--- config.mk ---
export PLATFORM = sky130hd
export DESIGN_NAME = iie_top
export DESIGN_NICKNAME = d
export VERILOG_FILES = /design/src/rtl/iie_pkg.sv /design/src/rtl/iie_gate.sv /design/src/rtl/iie_top.sv
export SDC_FILE = /design/constraint.sdc
export NUM_CORES = 1
export LEC_CHECK = 0
export BUFFER_PORTS_ARGS = -buffer_cell sky130_fd_sc_hd__clkbuf_2
export CORE_ASPECT_RATIO = 1.75
export CORE_MARGIN = 4
export CORE_UTILIZATION = 50
export CTS_CLUSTER_SIZE = 28
export DETAILED_ROUTE_END_ITERATION = 7
export GPL_ROUTABILITY_DRIVEN = 0
export PLACE_DENSITY = 0.81
export SYNTH_ARGS = -nofsm -noshare
export SYNTH_HDL_FRONTEND = slang
export SYNTH_SLANG_ARGS = --single-unit
--- constraint.sdc ---
create_clock -name hclk -period 3.47 [get_ports hclk]
set_input_delay 0.1735 -clock hclk [delete_from_list [all_inputs] [get_ports hclk]]
set_output_delay 0.1735 -clock hclk [all_outputs]
set_load 0.02 [all_outputs]
--- src/rtl/iie_pkg.sv ---
// shared constants, types and layouts for the interrupt enable gating block
package iie_pkg;

    // ------------------------------------------------------------------
    // register map (byte addresses inside the slave window)
    // ------------------------------------------------------------------
    localparam int unsigned   AW           = 12;
    localparam logic [11:0]   OFS_EN0      = 12'h000;
    localparam logic [11:0]   OFS_EN1      = 12'h004;
    localparam logic [11:0]   OFS_STATUS   = 12'h008;
    localparam logic [11:0]   OFS_MASK     = 12'h00C;

    // ------------------------------------------------------------------
    // field layouts and reset values
    // ------------------------------------------------------------------
    localparam logic [15:0]   EN0_IMPL     = 16'h0007;
    localparam logic [15:0]   EN1_IMPL     = 16'hFF1F;
    localparam logic [31:0]   VEC_IMPL     = {EN1_IMPL, EN0_IMPL};
    localparam logic [15:0]   EN0_RESET    = 16'h0000;
    localparam logic [15:0]   EN1_RESET    = 16'h0000;
    localparam logic [31:0]   MASK_RESET   = 32'h0000_0000;
    localparam logic [31:0]   STATUS_RESET = 32'h0000_0000;

    // ------------------------------------------------------------------
    // bus constants and timing counts
    // ------------------------------------------------------------------
    localparam logic [2:0]    HSIZE_WORD   = 3'h2;
    localparam logic          HRESP_OKAY   = 1'h0;
    localparam int unsigned   RD_WAIT      = 1;

    // register selected by an address
    typedef enum logic [2:0] {
        SEL_EN0    = 3'b000,
        SEL_EN1    = 3'b001,
        SEL_STATUS = 3'b010,
        SEL_MASK   = 3'b011,
        SEL_NONE   = 3'b100
    } iie_sel_t;

    // sources gated by the first enable register
    typedef struct packed {
        logic [12:0] unused;
        logic        out_compare1;
        logic        in_capture1;
        logic        ext_pin0;
    } iie_src0_t;

    // sources gated by the second enable register
    typedef struct packed {
        logic        serial2_tx;
        logic        serial2_rx;
        logic        ext_pin2;
        logic        timer_five;
        logic        timer_four;
        logic        out_compare4;
        logic        out_compare3;
        logic        dma_chan2_done;
        logic [2:0]  unused;
        logic        ext_pin1;
        logic        change_notify;
        logic        analog_cmp1;
        logic        twowire1_master;
        logic        twowire1_slave;
    } iie_src1_t;

    // one bit per source, same layout as status and mask
    typedef struct packed {
        iie_src1_t hi;
        iie_src0_t lo;
    } iie_irq_vec_t;

    // captured address phase
    typedef struct packed {
        logic          wr;
        logic          rd;
        logic [AW-1:0] addr;
    } iie_aphase_t;

endpackage

--- src/rtl/iie_gate.sv ---
// sticky request flags and enable gating toward the arbitration logic
`timescale 1ns/1ps
module iie_gate
    import iie_pkg::*;
(
    input  wire logic         hclk,
    input  wire logic         hresetn,
    input  wire logic         clk_en,
    input  wire iie_irq_vec_t src_req,
    input  wire iie_irq_vec_t enable,
    input  wire iie_irq_vec_t flag_clr,
    output iie_irq_vec_t      flag,
    output iie_irq_vec_t      gated
);

    // ------------------------------------------------------------------
    // next values
    // ------------------------------------------------------------------
    logic [31:0] flag_next;
    logic [31:0] gated_next;

    // a request in the clearing cycle survives: set beats clear
    assign flag_next  = (flag & ~flag_clr) | (src_req & VEC_IMPL);
    // flags never depend on the enable, so a blocked request waits
    assign gated_next = flag_next & enable & VEC_IMPL;

    // ------------------------------------------------------------------
    // state
    // ------------------------------------------------------------------
    // both vectors held while the clock enable is low
    always_ff @(posedge hclk or negedge hresetn) begin
        if (!hresetn) begin
            flag  <= STATUS_RESET;
            gated <= STATUS_RESET;
        end else if (clk_en) begin
            flag  <= flag_next;
            gated <= gated_next;
        end
    end

endmodule

--- src/rtl/iie_top.sv ---
// ahb-lite register slave with enable gating of peripheral interrupt requests
//
// The AHB-Lite interface to the registers and the register addresses are this design's own decisions.
`timescale 1ns/1ps
module iie_top
    import iie_pkg::*;
(
    input  wire logic         hclk,
    input  wire logic         hresetn,
    input  wire logic         clk_en,
    input  wire logic         hsel,
    input  wire logic [31:0]  haddr,
    input  wire logic [1:0]   htrans,
    input  wire logic         hwrite,
    input  wire logic [2:0]   hsize,
    input  wire logic [31:0]  hwdata,
    input  wire logic         hready,
    output logic              hreadyout,
    output logic              hresp,
    output logic [31:0]       hrdata,
    input  wire iie_irq_vec_t irq_src,
    output iie_irq_vec_t      irq_to_arb,
    output logic              irq
);

    // ------------------------------------------------------------------
    // helper functions
    // ------------------------------------------------------------------

    // address to register select; anything else is unmapped
    function automatic iie_sel_t reg_sel(input logic [AW-1:0] a);
        iie_sel_t s;
        s = SEL_NONE;
        case (a)
            OFS_EN0:    s = SEL_EN0;
            OFS_EN1:    s = SEL_EN1;
            OFS_STATUS: s = SEL_STATUS;
            OFS_MASK:   s = SEL_MASK;
            default:    s = SEL_NONE;
        endcase
        return s;
    endfunction

    // keep only implemented bits of a value
    function automatic logic [15:0] impl16(
        input logic [15:0] v,
        input logic [15:0] impl
    );
        return v & impl;
    endfunction

    // ------------------------------------------------------------------
    // state declarations
    // ------------------------------------------------------------------
    iie_aphase_t  dphase_reg;
    iie_aphase_t  dphase_next;
    logic [15:0]  en0_reg;
    logic [15:0]  en0_next;
    logic [15:0]  en1_reg;
    logic [15:0]  en1_next;
    logic [31:0]  mask_reg;
    logic [31:0]  mask_next;
    logic         hreadyout_reg;
    logic         hreadyout_next;
    logic [31:0]  hrdata_reg;
    logic [31:0]  hrdata_next;
    logic         irq_reg;
    logic         irq_next;

    // ------------------------------------------------------------------
    // address phase capture
    // ------------------------------------------------------------------
    logic         aphase_take;
    logic         aphase_word;

    // a transfer starts only on a NONSEQ or SEQ with the bus ready
    assign aphase_take = hsel & htrans[1] & hready;
    // sub-word writes are dropped; a read of any size returns the word
    assign aphase_word = (hsize == HSIZE_WORD);

    assign dphase_next.wr   = aphase_take & hwrite & aphase_word;
    assign dphase_next.rd   = aphase_take & ~hwrite;
    assign dphase_next.addr = haddr[AW-1:0];

    // the captured phase only advances when the bus moves on
    always_ff @(posedge hclk or negedge hresetn) begin
        if (!hresetn) begin
            dphase_reg <= '0;
        end else if (clk_en && hready) begin
            dphase_reg <= dphase_next;
        end
    end

    // ------------------------------------------------------------------
    // data phase decode
    // ------------------------------------------------------------------
    iie_sel_t     dsel;
    logic         wr_commit;
    logic         rd_stall;
    logic         wr_en0;
    logic         wr_en1;
    logic         wr_status;
    logic         wr_mask;

    assign dsel      = reg_sel(dphase_reg.addr);
    // writes complete with no wait state
    assign wr_commit = dphase_reg.wr & hready;
    // reads take one wait state so the read word comes from a flop
    assign rd_stall  = dphase_reg.rd & ~hready;

    assign wr_en0    = wr_commit & (dsel == SEL_EN0);
    assign wr_en1    = wr_commit & (dsel == SEL_EN1);
    assign wr_status = wr_commit & (dsel == SEL_STATUS);
    assign wr_mask   = wr_commit & (dsel == SEL_MASK);

    // ------------------------------------------------------------------
    // enable registers
    // ------------------------------------------------------------------

    // unimplemented positions are forced to zero on every write
    assign en0_next = wr_en0 ? impl16(hwdata[15:0], EN0_IMPL) : en0_reg;
    assign en1_next = wr_en1 ? impl16(hwdata[15:0], EN1_IMPL) : en1_reg;

    // software owns these bits; hardware never changes them
    always_ff @(posedge hclk or negedge hresetn) begin
        if (!hresetn) begin
            en0_reg <= EN0_RESET;
            en1_reg <= EN1_RESET;
        end else if (clk_en) begin
            en0_reg <= en0_next;
            en1_reg <= en1_next;
        end
    end

    // ------------------------------------------------------------------
    // enable vector in source layout
    // ------------------------------------------------------------------
    iie_irq_vec_t enable_vec;

    // first register: bits 2..0 only
    assign enable_vec.lo.unused       = '0;
    assign enable_vec.lo.out_compare1 = en0_reg[2];
    assign enable_vec.lo.in_capture1  = en0_reg[1];
    assign enable_vec.lo.ext_pin0     = en0_reg[0];

    // second register: upper byte
    assign enable_vec.hi.serial2_tx     = en1_reg[15];
    assign enable_vec.hi.serial2_rx     = en1_reg[14];
    assign enable_vec.hi.ext_pin2       = en1_reg[13];
    assign enable_vec.hi.timer_five     = en1_reg[12];
    assign enable_vec.hi.timer_four     = en1_reg[11];
    assign enable_vec.hi.out_compare4   = en1_reg[10];
    assign enable_vec.hi.out_compare3   = en1_reg[9];
    assign enable_vec.hi.dma_chan2_done = en1_reg[8];

    // second register: low byte, with a three bit hole
    assign enable_vec.hi.unused          = '0;
    assign enable_vec.hi.ext_pin1        = en1_reg[4];
    assign enable_vec.hi.change_notify   = en1_reg[3];
    assign enable_vec.hi.analog_cmp1     = en1_reg[2];
    assign enable_vec.hi.twowire1_master = en1_reg[1];
    assign enable_vec.hi.twowire1_slave  = en1_reg[0];

    // ------------------------------------------------------------------
    // status flags and gating
    // ------------------------------------------------------------------
    iie_irq_vec_t flag_clr;
    iie_irq_vec_t flag_vec;

    // write-one-to-clear; the write only reaches the status bits
    assign flag_clr = wr_status ? (hwdata & VEC_IMPL) : '0;

    // flags are kept apart from the enables so that toggling an
    // enable cannot lose or invent a request
    iie_gate u_gate (
        .hclk     (hclk),
        .hresetn  (hresetn),
        .clk_en   (clk_en),
        .src_req  (irq_src),
        .enable   (enable_vec),
        .flag_clr (flag_clr),
        .flag     (flag_vec),
        .gated    (irq_to_arb)
    );

    // ------------------------------------------------------------------
    // interrupt mask and output
    // ------------------------------------------------------------------

    // mask uses the status layout; holes stay zero
    assign mask_next = wr_mask ? (hwdata & VEC_IMPL) : mask_reg;

    // only requests already past their enable can raise the line
    assign irq_next  = |(irq_to_arb & mask_reg);

    always_ff @(posedge hclk or negedge hresetn) begin
        if (!hresetn) begin
            mask_reg <= MASK_RESET;
            irq_reg  <= 1'b0;
        end else if (clk_en) begin
            mask_reg <= mask_next;
            irq_reg  <= irq_next;
        end
    end

    // ------------------------------------------------------------------
    // read data path
    // ------------------------------------------------------------------
    logic [31:0]  rd_word;

    // unmapped reads answer zero, reserved bits read zero
    assign rd_word = (dsel == SEL_EN0)    ? {16'h0000, en0_reg} :
                     (dsel == SEL_EN1)    ? {16'h0000, en1_reg} :
                     (dsel == SEL_STATUS) ? flag_vec :
                     (dsel == SEL_MASK)   ? mask_reg :
                                            32'h0000_0000;

    // word captured during the wait state, held until the next read
    assign hrdata_next = rd_stall ? rd_word : hrdata_reg;

    // ready drops for exactly one cycle after a read is taken
    assign hreadyout_next = hready ? ~(aphase_take & ~hwrite) : 1'b1;

    always_ff @(posedge hclk or negedge hresetn) begin
        if (!hresetn) begin
            hrdata_reg    <= 32'h0000_0000;
            hreadyout_reg <= 1'b1;
        end else if (clk_en) begin
            hrdata_reg    <= hrdata_next;
            hreadyout_reg <= hreadyout_next;
        end
    end

    // ------------------------------------------------------------------
    // outputs
    // ------------------------------------------------------------------
    assign hrdata    = hrdata_reg;
    assign hreadyout = hreadyout_reg;
    assign hresp     = HRESP_OKAY; // constant, never an error
    assign irq       = irq_reg;

endmodule

==> run metrics, run 1 <==
number of max-cap violations=0; run status=finished, final reports clean; DIE AREA=11,300 sq um; initial core utilization=51.0%; # rows=47; vias per cell=5.73; Top Ports=174; RSZ-0062 raised after global routing=false; Avg Cell Area, Syn=11.6 sq um; gr ovfl total=0; I/O Buffers=107; most numerous cell in the Yosys netlist=dfrtp_1; critical path, cell by cell=or4_4 -> or4_4 -> nor2_4 -> mux2_2; Die H=138 um; most frequent cells after synthesis=dfrtp_1, nand2_1, mux2_2; critical path capture point type=flip-flop; CTS tree=built; proportion of synthesized chip area in sequential cells=55.3%; clock skew=0.00628 ns; initial antenna violation count=0; EDFF count, synth=0; crit-path max cell delay=0.61 ns; largest net degree at the start of global routing=90; Synth area leaders=dfrtp_1, mux2_2, nand2_1; CTS Hold Bufs=0; worst vdd ir=0.000333 V; drc violations=0; leak pwr=0.00288 uW; CTS buffer count=9; YS warnings=0; die width=82.1 um; PwrDens=469 nW/um^2; nets@finish=622; area grow syn2layout=18.5%; Fmax=0.385 GHz; final count of negative-setup-slack endpoints=0; Tmin final=2.59 ns; CP most frequent cell=or4_4; Worst Path Arrival=2.82 ns; worst slew pin tran=1.10 ns; synth unique cells=39; ys flop type=dfrtp_1; slowest stage cell, crit path=or4_4; min-delay worst type=input port to async pin; slew margin rel.=26.5%; share of cells above drive strength 1=33.1%; clock transition at the registers of the reported paths=0.07 ns; DP HPWL=8850 um; setup TNS=0 ns; DRT iter0 DRCs=213; routed length per instance=19.0 um; DRT antenna net count=0; first-pass GRT wire length=18,900 um; final setup margin=0.875 ns; All-Layer GR Usage=22.7%; Synth Instances=412; CTS Buffer Depth=2; crit-path max FO=16; clk sink count=106; dpl ws=0.895 ns; max reg flops=26; type of origin of the critical path=flip-flop; total power after layout=2660 uW; Pre-Repair DR Iteration Count=4; Core Region=9410 sq um; Total Wirelength=12,200 um; Yosys top cell by area=dfrtp_1; antenna cells=0; Synth top area share=54.7%; Final period util=74.8%; H-tree levels=3; latest clock arrival within the worst-skew pair=0.34 ns; Worst Path Required=3.70 ns; Final Hold Violating Endpoints=0; cell area after synthesis=4800 sq um; vias in the first global route=3,873; vias=3,681; Resized cells post-CTS=0; clk root buf=clkbuf_16; FFs w/ async S/R, synth=100%; FILL cells=782; max-slew violation count=0; postcts setup bufs=0; register bit total from synthesis=106; kind of critical path=flip-flop to flip-flop
==> where the power goes <==
part | total (uW) | leakage [uW] | internal [uW] | switching, uW
combinational | 258 | 0.00139 | 103 | 155
sequential | 1310 | 0.00134 | 1270 | 36.3
clock | 1100 | 0.000149 | 653 | 446
total | 2660 | 0.00288 | 2030 | 637
==> cell type report <==
| cell class | count | area, sq um | area share [%] |
|---|---|---|---|
| well taps | 122 | 153 | 2.68 |
| clock inverters | 4 | 75.1 | 1.32 |
| flip-flops and latches | 106 | 2650 | 46.7 |
| repair buffers | 114 | 591 | 10.4 |
| multi-input cells | 284 | 1970 | 34.6 |
| clock buffers | 12 | 246 | 4.33 |
==> cell families after synthesis <==
family                 share of synthesized area, %
DFF                                            55.3
AOI/OAI and AO/OA                              13.4
muxes                                          14.4
other                                        0.0781
buffers and inverters                          5.42
and+or+nand+nor                                11.4
==> final timing paths <==
check                                          startpoint  depth (start not counted)  slack [ns]                   endpoint
worst max-delay path            dphase_reg[9]$_DFFE_PN0P_                          4        0.88    mask_reg[0]$_DFFE_PN0P_
worst min-delay path                              hresetn                          1        0.04  dphase_reg[2]$_DFFE_PN0P_
worst max register to register  dphase_reg[9]$_DFFE_PN0P_                          4        0.88    mask_reg[0]$_DFFE_PN0P_
worst min register to register     hrdata[24]$_DFFE_PN0P_                          2        0.48     hrdata[24]$_DFFE_PN0P_
max in group asynchronous                         hresetn                          2        2.56     hrdata[17]$_DFFE_PN0P_
min in group hclk                              hwdata[12]                          2        0.04    en1_reg[12]$_DFFE_PN0P_
==> per-layer routing <==
metal | wire [um] | track usage, % | up-vias | part of all wire [%]
met5 | 0 | 0 | - | 0
met4 | 529 | 13.4 | 0 | 4.3
met3 | 971 | 4.97 | 30 | 8.0
met2 | 6530 | 39.3 | 162 | 53
met1 | 4180 | 24.7 | 1833 | 34
li1 | - | - | 1656 | -
==> worst max-delay path, delay by kind of cell, from the launching register on <==
family           cells  cell delay (ns)
flip-flops           1             0.38
multiplexers         1             0.41
AND/OR/NAND/NOR      3             1.69
==> per-stage QoR <==
step / hold WS, ns / instances / instance area [sq um] / util, %
after global routing: 0.0462 / 642 / 5690 / 60.4
after CTS: 0.0355 / 642 / 5690 / 60.4
final: 0.0394 / 642 / 5690 / 60.4
after detailed placement: 0.396 / 626 / 5370 / 57.0
after floorplan: -0.122 / 434 / 4880 / -
after global placement: 0.392 / 626 / 5370 / 57.0
==> layout by cell type (no fill, tap or decap), drive strengths merged, types with 3 or more instances in the layout <==
cell    synthesis  final
conb            1     23
mux2i          15     15
o21ai          16     16
mux2           46     46
nor2           20     20
a41o           15     15
nor4            3      3
clkbuf         14    118
buf            30      8
nand3           4      4
nand2          69     69
a22o           29     29
a21oi          15     15
a221oi          3      3
dfrtp         105    105
or4             3      3
No activity file was read; power rests on OpenSTA's default activity.
==> run 2: changes to the inputs <==
==> constraint.sdc (replaced) <==
create_clock -name hclk -period 2.55 [get_ports hclk]
set_input_delay 0.1275 -clock hclk [delete_from_list [all_inputs] [get_ports hclk]]
set_output_delay 0.1275 -clock hclk [all_outputs]
set_load 0.02 [all_outputs]
==> run metrics, run 2 (synthesis gave the netlist of run 1 again) <==
vias in the first global route=3,777; Core Region=9410 sq um; nets@finish=634; critical path, cell by cell=or4_4 -> or4_4 -> nor3b_4 -> buf_12 -> mux2_2; vias=3,707; DP HPWL=8740 um; WHS=0.00836 ns; dpl cell area=5430 sq um; Worst Path Required=2.78 ns; Worst Path Arrival=2.69 ns; leak pwr=0.00295 uW; die width=82.1 um; FILL cells=765; Critical R2R Capture=en1_reg[8]$_DFFE_PN0P_; Total Wirelength=12,400 um; initial core utilization=51.0%; max reg flops=26; Final Hold Violating Endpoints=0; clock transition at the registers of the reported paths=0.07 ns; latest clock arrival within the worst-skew pair=0.35 ns; # rows=47; CP most frequent cell=or4_4; DRT antenna net count=0; slowest stage cell, crit path=or4_4; DRT iter0 DRCs=282; antenna cells=0; Final Cell Area=5850 sq um; first-pass GRT wire length=19,100 um; slew margin rel.=50.2%; Sw Share=24.1%; Clock power frac=41.8%; post-layout util=62.2%; Tmin final=2.46 ns; most frequent cells in the layout=clkbuf_2, dfrtp_1, nand2_1; P_sw=890 uW; min-delay worst type=input port to flip-flop; Die H=138 um; number of max-cap violations=0; hold path endpoint=dphase_reg[10]$_DFFE_PN0P_; vias per cell=5.67; gr ovfl total=0; WHS Path Cells=2; run status=finished, final reports clean; Pre-Repair DR Iteration Count=4; RSZ-0062 raised after global routing=false; internal reg-to-reg setup slack=0.09 ns; DIE AREA=11,300 sq um; Buf/Inv on CP=1; worst slew pin tran=0.747 ns; type of origin of the critical path=flip-flop; crit-path max FO=13; Top Ports=174; max-slew violation count=0; Int Power=2800 uW; CTS tree=built; routed length per instance=18.9 um; Placed Cells=629; clk root buf=clkbuf_16; H-tree levels=3; crit-path max cell delay=0.60 ns; hold path start=haddr[10]; clk sink count=106; Crit path max-delay family=simple AND/OR/NAND/NOR gates; setup TNS=0 ns; clock skew=0.00999 ns; Non-Filler Instances=654; RR Startpoint=dphase_reg[9]$_DFFE_PN0P_; Comb pwr share=9.8%; share of cells above drive strength 1=33.3%; commonest non-fill, non-tap cell in the layout=clkbuf_2; CTS Buffer Depth=2; worst vdd ir=0.000490 V; kind of critical path=flip-flop to flip-flop; CTS buffer count=9; initial antenna violation count=0; Final period util=96.4%; area grow syn2layout=21.9%; All-Layer GR Usage=23.0%; postcts setup bufs=0; PwrDens=630 nW/um^2; Fmax=0.407 GHz; final count of negative-setup-slack endpoints=0; drc violations=0; I/O Buffers=107; largest net degree at the start of global routing=71; R2R depth=5; critical path capture point type=flip-flop; sequential share of power=48.4%
[run 2: cell count changes in the layout (fill, tap and decap cells not counted), sizes merged]
cell         change
dlygate4sd3      +9
clkinv           +1
clkbuf           -1
clkinvlp         -1
buf              +3
inv              +1
[run 2: what timing repair did]
action	in CTS	in global routing
resized for setup	0	0
endpoints found under the hold margin	60	0
hold buffers	9	0
[run 2: layout make-up]
cell class	instances	area (sq um)	share of cell area, %
multi-input cells	284	1970	33.6
repair buffers	126	741	12.7
well taps	122	153	2.61
flip-flops and latches	106	2650	45.3
clock buffers	11	253	4.32
clock inverters	5	85.1	1.45
[run 2: worst max-delay path by stage]
stage               slack (ns)                       from  cells past startpoint                        to
floorplan                 0.15  dphase_reg[9]$_DFFE_PN0P_                      5    en1_reg[0]$_DFFE_PN0P_
global placement          0.13  dphase_reg[9]$_DFFE_PN0P_                      5  mask_reg[19]$_DFFE_PN0P_
detailed placement         0.1  dphase_reg[9]$_DFFE_PN0P_                      5    en1_reg[8]$_DFFE_PN0P_
CTS                       0.08  dphase_reg[9]$_DFFE_PN0P_                      5  mask_reg[19]$_DFFE_PN0P_
global route              0.03  dphase_reg[9]$_DFFE_PN0P_                      5  mask_reg[19]$_DFFE_PN0P_
finish                    0.09  dphase_reg[9]$_DFFE_PN0P_                      5    en1_reg[8]$_DFFE_PN0P_
[run 2: power groups by stage]
stage               Sequential [uW]  Combinational [uW]  Clock [uW]
floorplan                      1810                 223           0
global placement               1820                 335           0
detailed placement             1820                 350           0
CTS                            1790                 364        1560
global route                   1790                 396        1630
finish                         1790                 363        1540
[run 2: per-stage QoR]
| stage | setup WS, ns | power [uW] |
|---|---|---|
| global route | 0.0288 | 3820 |
| finish | 0.0919 | 3690 |
| detailed placement | 0.0980 | 2170 |
| floorplan | 0.146 | 2030 |
| global placement | 0.129 | 2150 |
| CTS | 0.0790 | 3710 |
[run 2: worst register-to-register path, delay by kind of cell, from the launching register on]
family / cells / cell delay [ns]
multiplexers: 1 / 0.35
AND/OR/NAND/NOR: 3 / 1.43
flip-flops: 1 / 0.39
buffers and inverters: 1 / 0.18
[run 2: layer usage]
metal / vias to the layer above / share of wire (%) / global-route usage (%)
li1: 1679 / - / -
met1: 1844 / 36 / 25.9
met2: 154 / 53 / 39.3
met3: 30 / 7.3 / 5.04
met4: 0 / 3.7 / 12.8
met5: - / 0 / 0
